[src/design/status_readback_defines.svh]
`ifndef STATUS_READBACK_DEFINES_SVH
`define STATUS_READBACK_DEFINES_SVH

// register addresses on the serial link
`define ADDR_SUMMARY_STATUS 5'h16
`define ADDR_SILICON_REVISION 5'h17
`define ADDR_OSC_TICK_COUNT 5'h18

// readback word layout
`define WORD_W 22
`define FAULT_BIT 21
`define ADDR_HI 20
`define ADDR_LO 16
`define DIG_SUM_BIT 20
`define ANA_SUM_BIT 19
`define WDT_BIT 18
`define BUSY_BIT 17
`define CH_HI 16
`define CH_LO 12
`define DATA_HI 11
`define DATA_LO 0
`define REG_REV_HI 10
`define REG_REV_LO 8
`define MAIN_REV_HI 7
`define MAIN_REV_LO 0
`define CNT_HI 15
`define CNT_LO 0

// digital diagnostic flag vector
`define DIG_FLAGS_W 16
`define DIG_SLEW_BIT 10
`define DIG_RESET_SEEN_BIT 15
`define DIG_QUIET_MASK 16'hfff8
`define DIG_ALL_MASK 16'hffff

// analog diagnostic flag vector
`define ANA_FLAGS_W 14

// reset values
`define SUMMARY_STATUS_RESET 22'h100000
`define OSC_TICK_COUNT_RESET 22'h180000
`define WORD_RESET 22'h000000
`define TICK_CNT_RESET 16'h0000
`define TICK_CNT_MAX 16'hffff

// master clock divide ratio for the 1 kHz tick
`define TICK_DIV 10000

`endif

[src/design/status_readback_pkg.sv]
package status_readback_pkg;

   typedef struct packed {
      logic rd_valid;
      logic [21:0] rd_data;
      logic [13:0] ana_flags;
      logic reset_seen;
      logic [15:0] tick_cnt;
      logic sum_dig;
      logic sum_ana;
   } readback_state_s;

   typedef struct packed {
      logic [13:0] cnt;
      logic tick;
   } divider_state_s;

endpackage

[src/design/tick_divider.sv]
`timescale 1ns/1ps
`default_nettype none
module tick_divider
   import status_readback_pkg::*;
#(
   parameter int DIV = 10000
) (
   // clock and reset
   input wire logic sys_clk,
   input wire logic rst_n,
   // one-cycle pulse every DIV clocks
   output logic tick
);
   localparam logic [13:0] LAST = 14'(DIV - 1);

   divider_state_s q, d;

   always_comb begin
      d = q;
      d.tick = 1'b0;
      if (q.cnt == LAST) begin
         d.cnt = 14'h0000;
         d.tick = 1'b1;
      end else begin
         d.cnt = q.cnt + 14'h0001;
      end
   end

   always_ff @(posedge sys_clk) begin
      if (!rst_n) begin
         q <= '0;
      end else begin
         q <= d;
      end
   end

   assign tick = q.tick;
endmodule
`default_nettype wire

[src/design/status_readback.sv]
// How it works
// - bit 21 shows inverted fault pin
// - digital summary ORs flags, slewing excluded
// - reset seen flag sets summary after reset
// - quiet mode ORs only bits 15..11 and 9..3
// - in quiet mode link errors alone never raise digital summary
// - analog summary ORs analog flags 13..0
// - channel, busy and watchdog bits placed
// - low twelve bits carry conversion result
// - revision and tick words echo address
// - revision word carries both die revisions
// - master clock divided by ten thousand
// - tick count readable in low sixteen bits
// - tick counter runs under enable bit
// - analog flags clear only on write-one or reset
// - summary at 0x16, reset word 0x100000
`timescale 1ns/1ps
`default_nettype none
`include "status_readback_defines.svh"
module status_readback
   import status_readback_pkg::*;
#(
   parameter int TICK_DIV = `TICK_DIV,
   // arbitrary neutral revision values
   parameter logic [2:0] REG_DIE_REV = 3'h5,
   parameter logic [7:0] MAIN_DIE_REV = 8'h5a
) (
   // clock and reset
   input wire logic sys_clk,
   input wire logic rst_n,
   // register read port from the serial front end
   input wire logic rd_req,
   input wire logic [4:0] rd_addr,
   output logic rd_valid,
   output logic [21:0] rd_data,
   // fault pin level as driven
   input wire logic fault_pin_level,
   // digital diagnostics and configuration
   input wire logic [15:0] digital_diag_flag_reg,
   input wire logic reset_seen_clr,
   input wire logic link_diag_quiet_enable,
   input wire logic tick_counter_enable,
   // analog diagnostic events and host write-one clear
   input wire logic [13:0] ana_event,
   input wire logic ana_clr_wr,
   input wire logic [13:0] ana_clr_data,
   // converter and watchdog status
   input wire logic watchdog_flag,
   input wire logic converter_busy,
   input wire logic [4:0] converter_channel,
   input wire logic [11:0] converter_result,
   // live summaries
   output logic digital_diag_summary,
   output logic analog_diag_summary
);

   readback_state_s q, d;
   logic tick;
   logic [15:0] dig_vec;
   logic [15:0] dig_mask;
   logic dig_sum;
   logic ana_sum;
   logic [21:0] word_status;
   logic [21:0] word_rev;
   logic [21:0] word_cnt;
   logic [21:0] word_other;

   tick_divider #(
      .DIV(TICK_DIV)
   ) u_tick_divider (
      .sys_clk(sys_clk),
      .rst_n(rst_n),
      .tick(tick)
   );

   always_comb begin
      dig_vec = digital_diag_flag_reg;
      dig_vec[`DIG_RESET_SEEN_BIT] = digital_diag_flag_reg[`DIG_RESET_SEEN_BIT] | q.reset_seen;
   end

   always_comb begin
      if (link_diag_quiet_enable) begin
         dig_mask = `DIG_QUIET_MASK;
      end else begin
         dig_mask = `DIG_ALL_MASK;
      end
      dig_mask[`DIG_SLEW_BIT] = 1'b0;
   end

   always_comb begin
      dig_sum = |(dig_vec & dig_mask);
      ana_sum = |q.ana_flags;
   end

   always_comb begin
      word_status = `WORD_RESET;
      word_status[`FAULT_BIT] = ~fault_pin_level;
      word_status[`DIG_SUM_BIT] = dig_sum;
      word_status[`ANA_SUM_BIT] = ana_sum;
      word_status[`WDT_BIT] = watchdog_flag;
      word_status[`BUSY_BIT] = converter_busy;
      word_status[`CH_HI:`CH_LO] = converter_channel;
      word_status[`DATA_HI:`DATA_LO] = converter_result;
   end

   always_comb begin
      word_rev = `WORD_RESET;
      word_rev[`FAULT_BIT] = ~fault_pin_level;
      word_rev[`ADDR_HI:`ADDR_LO] = `ADDR_SILICON_REVISION;
      word_rev[`REG_REV_HI:`REG_REV_LO] = REG_DIE_REV;
      word_rev[`MAIN_REV_HI:`MAIN_REV_LO] = MAIN_DIE_REV;
   end

   always_comb begin
      word_cnt = `WORD_RESET;
      word_cnt[`FAULT_BIT] = ~fault_pin_level;
      word_cnt[`ADDR_HI:`ADDR_LO] = `ADDR_OSC_TICK_COUNT;
      word_cnt[`CNT_HI:`CNT_LO] = q.tick_cnt;
   end

   always_comb begin
      // unmapped addresses echo the address with empty data
      word_other = `WORD_RESET;
      word_other[`FAULT_BIT] = ~fault_pin_level;
      word_other[`ADDR_HI:`ADDR_LO] = rd_addr;
   end

   always_comb begin
      d = q;
      d.rd_valid = 1'b0;
      if (rd_req) begin
         d.rd_valid = 1'b1;
         case (rd_addr)
            `ADDR_SUMMARY_STATUS: begin
               d.rd_data = word_status;
            end
            `ADDR_SILICON_REVISION: begin
               d.rd_data = word_rev;
            end
            `ADDR_OSC_TICK_COUNT: begin
               d.rd_data = word_cnt;
            end
            default: begin
               d.rd_data = word_other;
            end
         endcase
      end

      // clear only by host, reset sets it
      if (reset_seen_clr) begin
         d.reset_seen = 1'b0;
      end

      if (ana_clr_wr) begin
         d.ana_flags = q.ana_flags & ~ana_clr_data;
      end
      d.ana_flags = d.ana_flags | ana_event;

      if (tick && tick_counter_enable) begin
         if (q.tick_cnt == `TICK_CNT_MAX) begin
            d.tick_cnt = `TICK_CNT_RESET;
         end else begin
            d.tick_cnt = q.tick_cnt + 16'h0001;
         end
      end

      // registered summaries keep every output on a flop
      d.sum_dig = dig_sum;
      d.sum_ana = ana_sum;
   end

   always_ff @(posedge sys_clk) begin
      if (!rst_n) begin
         q.rd_valid <= 1'b0;
         q.rd_data <= `WORD_RESET;
         q.ana_flags <= '0;
         q.reset_seen <= 1'b1;
         q.tick_cnt <= `TICK_CNT_RESET;
         q.sum_dig <= 1'b1;
         q.sum_ana <= 1'b0;
      end else begin
         q <= d;
      end
   end

   assign rd_valid = q.rd_valid;
   assign rd_data = q.rd_data;
   assign digital_diag_summary = q.sum_dig;
   assign analog_diag_summary = q.sum_ana;

endmodule
`default_nettype wire

[config.mk]
export PLATFORM = sky130hd
export DESIGN_NAME = status_readback
export DESIGN_NICKNAME = d
export VERILOG_FILES = /design/src/design/status_readback_pkg.sv /design/src/design/tick_divider.sv /design/src/design/status_readback.sv
export VERILOG_INCLUDE_DIRS = /design/src /design/src/design
export SDC_FILE = /design/constraint.sdc
export NUM_CORES = 1
export LEC_CHECK = 0
export BUFFER_PORTS_ARGS = -buffer_cell sky130_fd_sc_hd__buf_2
export CAP_MARGIN = 20
export CORE_UTILIZATION = 45
export DETAILED_ROUTE_END_ITERATION = 7
export HOLD_SLACK_MARGIN = 0.02
export PLACE_DENSITY = 0.7
export SYNTH_ARGS = -nofsm -noshare
export SYNTH_HDL_FRONTEND = slang
export SYNTH_HIERARCHICAL = 1
export SYNTH_SLANG_ARGS = --single-unit
export TNS_END_PERCENT = 20
[constraint.sdc]
create_clock -name sys_clk -period 1.8 [get_ports sys_clk]
set_input_delay 0.18 -clock sys_clk [delete_from_list [all_inputs] [get_ports sys_clk]]
set_output_delay 0.18 -clock sys_clk [all_outputs]
set_load 0.05 [all_outputs]
### Word level (Yosys, flattened, before mapping)

Cells that the tools add are included.

* bits in registers: 71
* input port bits: 76
* output and inout bits: 25
* logic and storage cells: 33

* add/subtract/negate cells: 2
* equal/unequal tests: 5
* mux-type cells: 6
* bitwise gates (word level): 7
* reductions and logical operators: 4

Operator list (number)
* one-hot mux 21 bit (3 select lines): 1
* two-way mux 23 bit: 1
* adder 16 x 1 -> 16 bit (second input constant): 1
* AND 16 bit: 1
* equality test 16 bit (second input constant): 1
* two-way mux 16 bit: 1
* OR reduction 16 bit: 1
* equality test 5 bit (second input constant): 3
* adder 14 x 1 -> 14 bit (second input constant): 1
* AND 14 bit: 1
* equality test 14 bit (second input constant): 1
* two-way mux 14 bit: 1
* NOT 14 bit: 1
* bitwise OR 14 bit: 1
* OR reduction 14 bit: 1
* two-way mux 3 bit: 1
* NOT 1 bit: 2
* OR reduction 2 bit: 1
* logical AND 1 bit: 1
* two-way mux 1 bit: 1
* bitwise OR 1 bit: 1

### Depth between registers and ports, before layout

Gate-level depths: netlist (run 1).

* word-level depth: 5
* depth in mapped cells: 6
* gate-level depth less buffers: 5

### Modules after synthesis

The synthesis (run 1) kept the hierarchy.

Modules (own cells, without submodules)
* status_readback: times used 1, cells an instance 305, area each 2617.5 um^2, sequential area each 1121.1 um^2
* tick_divider: times used 1, cells an instance 70, area each 634.4 um^2, sequential area each 300.3 um^2

### Worst setup path after synthesis (run 1)

OpenSTA, ideal clock, no wires.

* kind: register -> register
* start point: register u_tick_divider/q[8] in the netlist's numbering
* end point: register u_tick_divider/q[14] in the netlist's numbering
* library setup time: 115 ps
* arrival: 1581 ps
* required time: 1685 ps
* slack: 104 ps
* stages on the path, launching flop included: 6
* path buffers: 1
* period minus slack after synthesis: 1696 ps
* cells stage by stage: dfxtp_1 > or4_1 > or4_4 > nand2_4 > buf_8 > nor2_1

* longest elaborated chain between the ends: 2
* elaborated cells between the ends (all ways): 3
* those cells by class: add/sub (1); eq/ne (1); reduce/logical (1)

RTL lines
* start, declared: RTL line tick_divider.sv:16 `divider_state_s q, d;`
* start signal, assigned: RTL line tick_divider.sv:31 `q <= '0;`
* start signal, assigned: RTL line tick_divider.sv:33 `q <= d;`
* branches (longest 2 deep; another with adder 14 x 1 -> 14 bit)

Parallel ways; which one is timed is not known.
A chain may end at the register's enable or synchronous reset.

### Final worst setup path (run 1)

* start point: register u_tick_divider/q[8] in the netlist's numbering
* end point: register u_tick_divider/q[9] in the netlist's numbering

Same word-level chain as after synthesis.

==> results.md, run 1 <==
- The overall die height is 87.0 um.
- The average instance in the mapped netlist occupies 8.67 um2.
- Of the cells placed in the final design, the portion with a size suffix greater than 1 is 0.301.
- The post-route DRC violation count is 0.
- The final non-filler cell area is 0.00398 mm2.
- The via-per-instance ratio is 5.05.
- The I/O pin total is 101.
- The share of synthesized area in the top cell type comes to 0.437.
- Derived from the worst setup path, the maximum achievable clock frequency is 589 MHz.
- The vias after detailed routing is 2852.
- The worst hold slack after final layout is 58.5 ps.
- The first global-routing pass estimated 11800 um of wire.
- The number of enable flip-flop cells after synthesis is 0.
- The via count of the first global-routing pass is 2695.
- The row count is 30.
- The number of antenna violations at the first check in global routing is 0.
- The cell sitting at the root of the clock tree is a clkbuf_8.
- The worst register-to-register path has a depth of 4.
- Setup repair after global routing left no endpoint under its margin.
- For the finished layout, the period the worst path requires is 1700 ps.
- At the end of routability-driven placement, the weighted congestion stood at 0.859.
- For this run, the total global-route usage over all layers was measured as 0.201.
- 0 antenna diodes ended up in the layout.
- The clock tree synthesis step divided the H-tree into 3 levels.
- STA puts the critical path data required time at 2030 ps.
- Counting instances, the worst hold path has a depth of 3.
- In this run, synthesis produced a sequential element count of 71.
- Entering global routing, the biggest net connects 34 pins.
- Detailed placement finished with a half-perimeter wire length of 5360 um.
- By area the synthesized netlist is led by dfxtp_1, nand2_1, buf_4, xnor2_1, a21oi_1.
- Once layout is complete, the utilization of the core stands at 0.580.
- Dividing total power by cell area gives a power density of 844 mW/mm2.
- STA classifies the critical path endpoint as a register.
- During synthesis, Yosys emitted a total of 6 warnings.
- The gate count after technology mapping is 375.
- The routed design has 7190 um of wire.
- The count of input and output buffers is 99.
- The total overflow left after global routing is 0.
- Data arrives at the worst endpoint at 1930 ps.
- Setup violations remaining at the end of the flow were counted as 0.
- The final number of hold-violating endpoints is 0.
- Summed over all cells, the static leakage comes to 1.68 nW.
- The area of placed instances is 0.00375 mm2.
- The floorplan step defined a die boundary enclosing 0.00757 mm2.
- In this run, CTS created clock tree buffers numbering 9.
- The count of antenna-violating nets left after detailed routing is 0.
- The clock insertion delay at the later pin of the skew report is 340 ps.
- The number of nets handed over by synthesis was 453.
- Counting flops with an async set or reset pin after synthesis yields a share of 0.
- In this run the worst path has a maximum fanout of 13.
- The worst slew slack as a fraction of its limit is 0.475.
- The final worst clock skew is 10.5 ps.
- Across the VDD grid, the largest voltage drop is 0.438 mV.
- The netlist area before placement is 0.00325 mm2.
- Compared with the post-synthesis result, the final layout area differs by 22.4%.
- Of the synthesized area, sequential elements account for 0.437.
- Summed over all failing endpoints, the final setup total negative slack is 0 ps.
- The area of the core is 0.00687 mm2.
- The run finished with clean final reports.
- The initial standard-cell utilization of the core is 0.473.
- The count of clock tree sinks is 71.
- In the finished design, the share of the clock period the worst path needs comes to 0.942.
- The launch instance of the worst min-delay path is ana_event[1].
- TritonCTS built the clock tree.
- The number of nets in the layout is 542.
- Clock-pin slew was measured on the worst setup and hold paths at 80 ps.
- The longest clock path from root to sink contains 2 buffers.
- The first detailed-routing pass ran for 4 iterations.
- Dividing the detail-routed wire length by the instance count gives 12.7 um.
- Counting distinct cell types in the post-synthesis netlist gives 46.
- The count of final max-slew check failures is 0.
- The path class of the lowest-slack min-delay path is input port to register.
- The x dimension of the die is 87.0 um.
- The startpoint-to-endpoint class of the critical path is register to register.
- The launching instance or port of the critical path is u_tick_divider/q[8].
- The first routing iteration left 84 violations.
- The worst setup path is launched from a register.
- For the pin with the worst max-slew slack, the measured transition is 783 ps.
- The cell count after placement is 548.
- The dominant synthesized flop cell is dfxtp_1.
- The tool flagged a number of max-cap violations equal to 0.
- The worst register-to-register path begins at u_tick_divider/q[8].
- The final cell count without fillers is 565.
- The biggest area consumer among synthesized cells is dfxtp_1.
-- power by group --
| part | internal (mW) | switching [mW] |
|---|---|---|
| Clock | 0.781 | 0.593 |
| Sequential | 1.62 | 0.0272 |
| Combinational | 0.144 | 0.197 |
-- synth_stat cells, types with 7 or more instances --
cell	number
dfxtp_1	71
nand2_1	46
nor2_1	31
a21oi_1	27
buf_4	22
o21ai_0	16
xnor2_1	16
nand4_1	14
nor2b_1	14
nand3_1	11
a2bb2oi_1	10
clkbuf_1	10
nor3_1	9
nor4_1	9
xor2_1	7
-- path summary, 6_finish.rpt --
path | to | slack (ps)
max | u_tick_divider/q[9] | 100
min | q[20] | 60
max reg2reg | u_tick_divider/q[9] | 100
min reg2reg | q[18] | 470
-- worst max-delay path: stages (launching register included) --
cell and delay, ps:
dfxtp_1 320, or4_1 510, or4_4 520, nand2_4 170
nor2_1 70
-- cell usage in the layout (no fill, tap or decap), drive strengths merged, types with 4 or more instances in the layout --
cell type,count
and3,4
a21oi,27
nor2,31
xnor2,16
nand3,11
nand2,48
nor4,10
a21boi,12
dfxtp,71
o21ai,16
xor2,7
a2bb2oi,10
inv,6
a22oi,6
nor3,9
and2,4
clkbuf,9
nand4,14
buf,114
nor2b,14
-- metal layers --
metal  vias up  share of wire  GRT usage
li1       1469              -          -
met1      1307           0.43      0.222
met2        66           0.51      0.368
met3        10          0.050     0.0578
met4         0          0.012     0.0652
met5         -              0          0
-- cell families (layout without fill, tap and decap cells) --
logic type | count (synthesis) | in the layout | share of synthesized area
mux | 1 | 1 | 0.00346
compound gates | 78 | 78 | 0.156
buf+inv | 42 | 136 | 0.0804
xor+xnor | 23 | 23 | 0.0619
simple gates | 158 | 158 | 0.253
fa+ha+maj | 2 | 2 | 0.00769
flops | 71 | 71 | 0.437
-- through the flow --
stage / total power, mW / setup WS (ps)
6_report: 3.36 / 104
5_1_grt: 3.53 / 18.9
4_1_cts: 3.40 / 95.5
3_5_place_dp: 2.02 / 118
3_3_place_gp: 2.01 / 128
2_1_floorplan: 1.90 / 104
-- sequential cells by signal (all words and copies together), names as in the netlist --
register / cells
rd_data: 22
analog_diag_summary: 1
digital_diag_summary: 1
rd_valid: 1
u_tick_divider/q: 14
q: 31
u_tick_divider/tick: 1
-- area by class of cell --
class | count | area (um2)
Clock inverter | 7 | 95.1
Fill cell | 646 | 2890
Tap cell | 96 | 120
Clock buffer | 9 | 124
Multi-Input combinational cell | 262 | 1570
Sequential cell | 71 | 1420
Timing Repair Buffer | 115 | 631
Inverter | 5 | 18.8
-- repair_timing --
item	in CTS	in global routing
endpoints found under the hold margin	1	0
setup buffers	0	0
endpoints found under the setup margin	0	1
hold buffers	1	0
gates resized for setup	0	2
Note: power is estimated with default switching activity, not from simulation.
==> run 2, diff against run 1 <==
--- a/config.mk
+++ b/config.mk
@@ -8,10 +8,12 @@
 export LEC_CHECK = 0
 export BUFFER_PORTS_ARGS = -buffer_cell sky130_fd_sc_hd__buf_2
 export CAP_MARGIN = 20
+export CORE_ASPECT_RATIO = 1.4
 export CORE_UTILIZATION = 45
 export DETAILED_ROUTE_END_ITERATION = 7
 export HOLD_SLACK_MARGIN = 0.02
 export PLACE_DENSITY = 0.7
+export SLEW_MARGIN = 20
 export SYNTH_ARGS = -nofsm -noshare
 export SYNTH_HDL_FRONTEND = slang
 export SYNTH_HIERARCHICAL = 1
==> run 2 against run 1 <==
Compared with the run above:
- sequential share of layout area is 0.13 points lower
- global-route usage fell by 0.54 points
- total power decreased by 3.9%
- register-to-register slack got worse by 30 ps
- sequential power barely moved
- critical endpoint is now u_tick_divider/q[3]
- first-iteration DRC count up 24%
- clock skew is essentially flat
- worst hold slack better by 3.8 ps
- cell area is 0.19% higher
- critical path depth unchanged
==> results.md, run 2 (same netlist as run 1, synthesis figures left out) <==
- Routability-driven placement finished with a final weighted congestion of 0.882.
- The critical register-to-register path startpoint is u_tick_divider/q[8].
- The share of total power dissipated in sequential elements is 0.510.
- In the final routed layout, each cell accounts on average for 12.5 um.
- The flip-flop count of the largest register after layout is 31.
- The first routing iteration left 104 violations.
- The via count of the first global-routing pass is 2643.
- The vias after detailed routing is 2914.
- Buffers added to address setup during post-CTS repair amount to 0.
- Before antenna repair, the detailed router went through 4 iterations.
- The library cell used most frequently in the layout, excluding fill and tap cells, is buf_2.
- The launch instance of the worst min-delay path is ana_event[1].
- Of the total power, combinational logic draws 0.103.
- The startpoint-to-endpoint class of the critical path is register to register.
- 101 I/O pins were placed.
- Along the worst hold path, the cell count comes to 3.
- Setup repair after global routing left no endpoint under its margin.
- The library cells used most frequently in the layout, excluding fill and tap cells, are buf_2, dfxtp_1, nand2_1.
- IR analysis of the VDD net gives a maximum drop of 0.645 mV.
- Setup violations remaining at the end of the flow were counted as 0.
- The final layout contains routed wiring with a total length of 7100 um.
- The tightest min-delay check is of the input port to register type.
- The category of the worst setup path launch point is a register.
- The internal portion of the total power is 2.43 mW.
- For this design the total switching power over the nets is 0.799 mW.
- The overall fraction of global-route tracks in use is 0.195.
- The wire length of the first global-routing pass is 11400 um.
- The total inserted antenna cells is 0.
- The final worst clock skew is 10.3 ps.
- The residual overflow from global routing is 0.
- The top fanout value on the critical path is 13.
- The floorplan die area is 0.00758 mm2.
- The data arrival time of the worst path is 1960 ps.
- Of the total power, the clock network draws 0.387.
- Buffers inserted to repair hold after CTS numbered 1.
- The clock-pin transition on the worst setup and hold timing paths is 80 ps.
- The clock insertion delay at the later pin of the skew report is 340 ps.
- Clock tree synthesis inserted a total of 9 buffers.
- The post-route DRC violation count is 0.
- Of the total power, the share spent switching nets is 0.248.
- Final hold analysis gives a worst-case slack of 62.2 ps.
- The number of cells on the worst reg-to-reg path is 4.
- The worst slew slack as a fraction of its limit is 0.656.
- The initial standard-cell utilization of the core is 0.466.
- For this design the static power due to leakage is 1.69 nW.
- The register with the most flip-flops is q.
- In the final design database the tool counted 548 nets.
- The endpoint of the most critical register-to-register path is u_tick_divider/q[3].
- The via-per-instance ratio is 5.11.
- The number of antenna violations at the first check in global routing is 0.
- The maximum buffer depth of the clock tree is 2.
- Once detail routing completed, the nets flagged for antenna violations numbered 0.
- Post-CTS repair changed the size of 0 cells.
- The type of element capturing the critical path is a register.
- The endpoint of the worst hold path is q[20].
- Max-cap violations in this run came to 0.
- Setup total negative slack on the finished layout was measured at 0 ps.
- The slew of the pin with the lowest slew margin is 512 ps.
- The root buffer cell is clkbuf_8.
- The clock tree from TritonCTS is done.
- In this run the horizontal extent of the chip is 73.8 um.
- The final number of hold-violating endpoints was 0.
- STA puts the critical path data required time at 2040 ps.
- The maximum achievable frequency is 580 MHz.
- The count of input and output buffers is 99.
- The overall die height is 103 um.
- Clock tree synthesis found a total of 71 sinks.
- The flow ran to the end, and the final reports show no timing, DRC or antenna violations.
- The H-tree was split into 3 levels.
- Entering global routing, the biggest net connects 27 pins.
- For flop-to-flop paths, the worst setup slack is 80 ps.
- The layout overhead on the synthesized area is 22.7%.
- The detailed-placement wirelength estimate is 5410 um.
- Of the cells placed in the final design, the portion with a size suffix greater than 1 is 0.305.
- The row count is 36.
- The largest registers in the layout are q (31), rd_data (22), u_tick_divider/q (14).
- The launching instance or port of the critical path is u_tick_divider/q[8].
- Dividing total power by cell area gives a power density of 810 mW/mm2.
- The routed design could run at a clock period as short as 1720 ps.
- In this run the standard cell core region covers 0.00698 mm2.
- The count of final max-slew check failures came to 0.
- The ratio of final minimum period to clock period is 0.957.
[run 2: power by group through the flow]
stage	Combinational (mW)	Sequential [mW]	Clock, mW
after CTS	0.336	1.65	1.29
after detailed placement	0.333	1.68	0
final	0.333	1.65	1.25
after floorplan	0.216	1.68	0
after global routing	0.366	1.65	1.38
after global placement	0.329	1.68	0
[run 2: critical path, stage by stage, from the launching register on]
cell and delay, ps:
dfxtp_1 340, or4_1 520, or4_4 520, nand2_4 160
nor2_1 70
[run 2: worst max path at each step]
| stage | to | slack, ps | cells after the start |
|---|---|---|---|
| 3_3_place_gp | u_tick_divider/q[10] | 100 | 4 |
| 3_5_place_dp | u_tick_divider/q[7] | 70 | 4 |
| 6_report | u_tick_divider/q[3] | 80 | 4 |
| 5_1_grt | u_tick_divider/q[3] | 20 | 4 |
| 2_1_floorplan | u_tick_divider/q[14] | 100 | 5 |
| 4_1_cts | u_tick_divider/q[7] | 70 | 4 |
[run 2: layer usage]
metal  vias to the layer above  wire [um]  global-route usage
met5                         -          0                   0
met4                         0        138              0.0991
met3                        12        383              0.0489
met2                        91       3560               0.335
met1                      1333       3030               0.223
li1                       1478          -                   -
[run 2: metrics by stage]
| stage | power (mW) | setup WS (ps) | instance area (um2) | utilization | instances |
|---|---|---|---|---|---|
| global route | 3.39 | 21.8 | 3990 | 0.571 | 570 |
| CTS | 3.27 | 65.6 | 3990 | 0.571 | 570 |
| floorplan | 1.90 | 104 | 3250 | - | 375 |
| finish | 3.23 | 77.2 | 3990 | 0.571 | 570 |
| detailed placement | 2.02 | 74.5 | 3780 | 0.542 | 553 |
| global placement | 2.01 | 101 | 3780 | 0.542 | 553 |
[run 2: layout make-up]
| cell class | count | area (um2) |
|---|---|---|
| clock inverter | 6 | 60.1 |
| timing repair buffer | 121 | 663 |
| multi-input combinational | 262 | 1570 |
| inverter | 5 | 18.8 |
| tap | 95 | 119 |
| sequential | 71 | 1420 |
| fill | 647 | 2990 |
| clock buffer | 10 | 138 |
==> run 3, diff against run 2 <==
--- a/config.mk
+++ b/config.mk
@@ -12,7 +12,7 @@
 export CORE_UTILIZATION = 45
 export DETAILED_ROUTE_END_ITERATION = 7
 export HOLD_SLACK_MARGIN = 0.02
-export PLACE_DENSITY = 0.7
+export PLACE_DENSITY = 0.68
 export SLEW_MARGIN = 20
 export SYNTH_ARGS = -nofsm -noshare
 export SYNTH_HDL_FRONTEND = slang
==> constraint.sdc (replaced) <==
create_clock -name sys_clk -period 2.22 [get_ports sys_clk]
set_input_delay 0.222 -clock sys_clk [delete_from_list [all_inputs] [get_ports sys_clk]]
set_output_delay 0.222 -clock sys_clk [all_outputs]
set_load 0.05 [all_outputs]
==> run 3 against run 2 <==
Compared with the run above:
- core utilization is 2.1 points lower
- sequential power down 19%
- via count fell by 3.4%
- register-to-register slack gained 350 ps
- clock-buffer cell count is 1 higher
- clock power is 21% lower
- combinational power is 20% lower
==> results.md, run 3 (same netlist as run 1, synthesis figures left out) <==
- The residual overflow from global routing is 0.
- The area of placed instances is 0.00365 mm2.
- The number of DRC violations after detailed-routing iteration 0 is 140.
- The final worst clock skew is 8.81 ps.
- The overall power is 2.59 mW.
- The via count of the first global-routing pass is 2638.
- The H-tree was split into 3 levels.
- The x dimension of the die is 73.8 um.
- The run finished with clean final reports.
- Once layout is done, the placed cells without fillers occupy 0.00384 mm2.
- The repair_antennas step left the layout with diodes totalling 0.
- The I/O pin total is 101.
- The worst ir drop on vdd is 0.403 mV.
- In this run the deepest clock path goes through 2 buffers.
- The layout overhead on the synthesized area is 18.2%.
- The initial standard-cell utilization of the core is 0.466.
- The total negative slack for setup checks is 0 ps.
- The worst slew slack as a fraction of its limit is 0.523.
- The internal power consumption is 1.94 mW.
- Setup repair after global routing left no endpoint under its margin.
- The relative contribution of the clock network to total power is 0.383.
- The category of the worst setup path launch point is a register.
- The slew of the pin with the lowest slew margin is 712 ps.
- After detailed routing, the number of remaining DRC violations is 0.
- The type of element capturing the critical path is a register.
- At the later pin of the worst-skew pair, clock insertion delay measures 340 ps.
- Routability-driven placement finished with a final weighted congestion of 0.796.
- In the final layout, the share of cells above drive strength 1 is 0.276.
- At the worst endpoint, the arrival time is 2030 ps.
- The maximum achievable frequency is 557 MHz.
- The die covers 0.00758 mm2.
- The required time of the worst setup path is 2450 ps.
- The count of clock tree sinks is 71.
- The count of final max-slew check failures is 0.
- The total routed wirelength is 6980 um.
- The count of maximum capacitance violations is 0.
- The top fanout value on the critical path is 10.
- Entering global routing, the biggest net connects 28 pins.
- The number of buffers inserted for hold repair after clock tree synthesis is 0.
- The net switching fraction of the power is 0.251.
- The clock period could shrink to 1790 ps.
- In this run, CTS created clock tree buffers numbering 9.
- The wire length of the first global-routing pass is 11300 um.
- The flip-flop count of the largest register after layout is 31.
- Including well taps, the total number of placed cells is 536.
- The final number of hold-violating endpoints is 0.
- The detailed-placement wirelength estimate is 5250 um.
- The commonest non-fill, non-tap cell in the layout is buf_2.
- The cell with the largest stage delay on the worst path is o31ai_4.
- The number of antenna violations at the first check in global routing was 0.
- The number of detailed-route iterations in the first pass is 4.
- Among cell families on the critical path, the largest total delay comes from compound AO/OA/AOI/OAI gates.
- After clock tree synthesis, the clock-pin slew on the worst setup and hold paths is 70 ps.
- The area of the core is 0.00698 mm2.
- Summed over all nets, the switching power comes to 0.652 mW.
- Walking the worst path, the cells encountered are ha_1 -> and4_4 -> nand2_4 -> o31ai_4 -> o21ba_1.
- Row generation in the floorplan step produced 36 rows.
- In the layout the commonest cells are buf_2, dfxtp_1, nand2_1.
- Using the TritonRoute via totals, the vias-per-cell ratio works out to 5.10.
- The final cell count without fillers is 552.
- The total setup buffers inserted after CTS is 0.
- The share of total power in sequential cells is 0.515.
- The critical path in this run is classified as register to register.
- The largest registers in the layout are q (31), rd_data (22), u_tick_divider/q (14).
- The cell sitting at the root of the clock tree is a clkbuf_8.
- Final hold analysis gives a worst-case slack of 75.7 ps.
- TritonCTS built the clock tree.
- Dividing the final minimum period by the clock period gives 0.808.
- The path class of the lowest-slack min-delay path is input port to register.
- In this run the static leakage power is 1.59 nW.
- The combinational fraction of design power is 0.103.
- The register with the most flip-flops in the final layout is q.
- In the global route stage, overall resource usage came out at 0.192.
- For this run, the post-layout net count is 530.
- Summing over every cut layer, the via total after detailed routing is 2815.
- The count of antenna-violating nets left after detailed routing is 0.
- Dividing the detail-routed wire length by the instance count gives 12.6 um.
- Buffers placed on the I/O ports in this run total 99.
- The post-cts gate resize count is 0.
- The final-report setup violation count is 0.
- The number of buffers and inverters on the critical path is 0.
- The stage delay of the slowest cell on the critical path is 480 ps.
- Power spread over the standard cell area amounts to 675 mW/mm2.
- The floorplan step set the die height to 103 um.
-- run 3: changes by cell type in the layout (fill, tap and decap cells not counted), sizes merged --
cell         before  now
clkinv            3    2
dlygate4sd3       1    0
clkbuf           10   11
buf             120  103
-- run 3: metal layers --
metal | part of all wire | vias to the layer above | GRT usage | wire length, um
met5 | 0 | - | 0 | 0
met4 | 0.014 | 0 | 0.0636 | 97
met3 | 0.059 | 9 | 0.0538 | 413
met2 | 0.50 | 88 | 0.346 | 3500
li1 | - | 1446 | - | -
met1 | 0.43 | 1272 | 0.216 | 2970
-- run 3: power by group through the flow --
stage | registers, mW | clock network (mW) | logic (mW)
after floorplan | 1.37 | 0 | 0.175
after global placement | 1.36 | 0 | 0.264
after detailed placement | 1.36 | 0 | 0.268
after CTS | 1.34 | 1.02 | 0.269
after global routing | 1.34 | 1.09 | 0.294
final | 1.34 | 0.993 | 0.266
-- run 3: path summary, 6_finish.rpt --
kind                       startpoint             endpoint  slack, ps  depth (start not counted)
setup / recovery                 q[3]                q[17]        430                          5
hold / removal         reset_seen_clr                q[18]         80                          2
setup reg to reg                 q[3]                q[17]        430                          5
hold reg to reg   u_tick_divider/q[1]  u_tick_divider/q[1]        470                          1
-- run 3: worst reg2reg max path, delay by kind of cell, from the launching register on --
kind | cells | cell delay [ps]
AND/OR/NAND/NOR | 2 | 360
adder cells (fa/ha/maj) | 1 | 220
flip-flops | 1 | 420
AO/OA/AOI/OAI | 2 | 690
-- run 3: stage by stage --
step	utilization	setup slack [ps]
after CTS	0.551	403
after floorplan	-	524
after global placement	0.523	452
after detailed placement	0.523	424
after global routing	0.551	302
final	0.551	426
-- run 3: final cells by class --
| cell class | instances | area [um2] |
|---|---|---|
| flip-flops and latches | 71 | 1420 |
| clock inverters | 5 | 58.8 |
| multi-input cells | 262 | 1570 |
| well taps | 95 | 119 |
| clock buffers | 11 | 131 |
| repair buffers | 103 | 526 |
| fillers | 697 | 3140 |
| inverters | 5 | 18.8 |
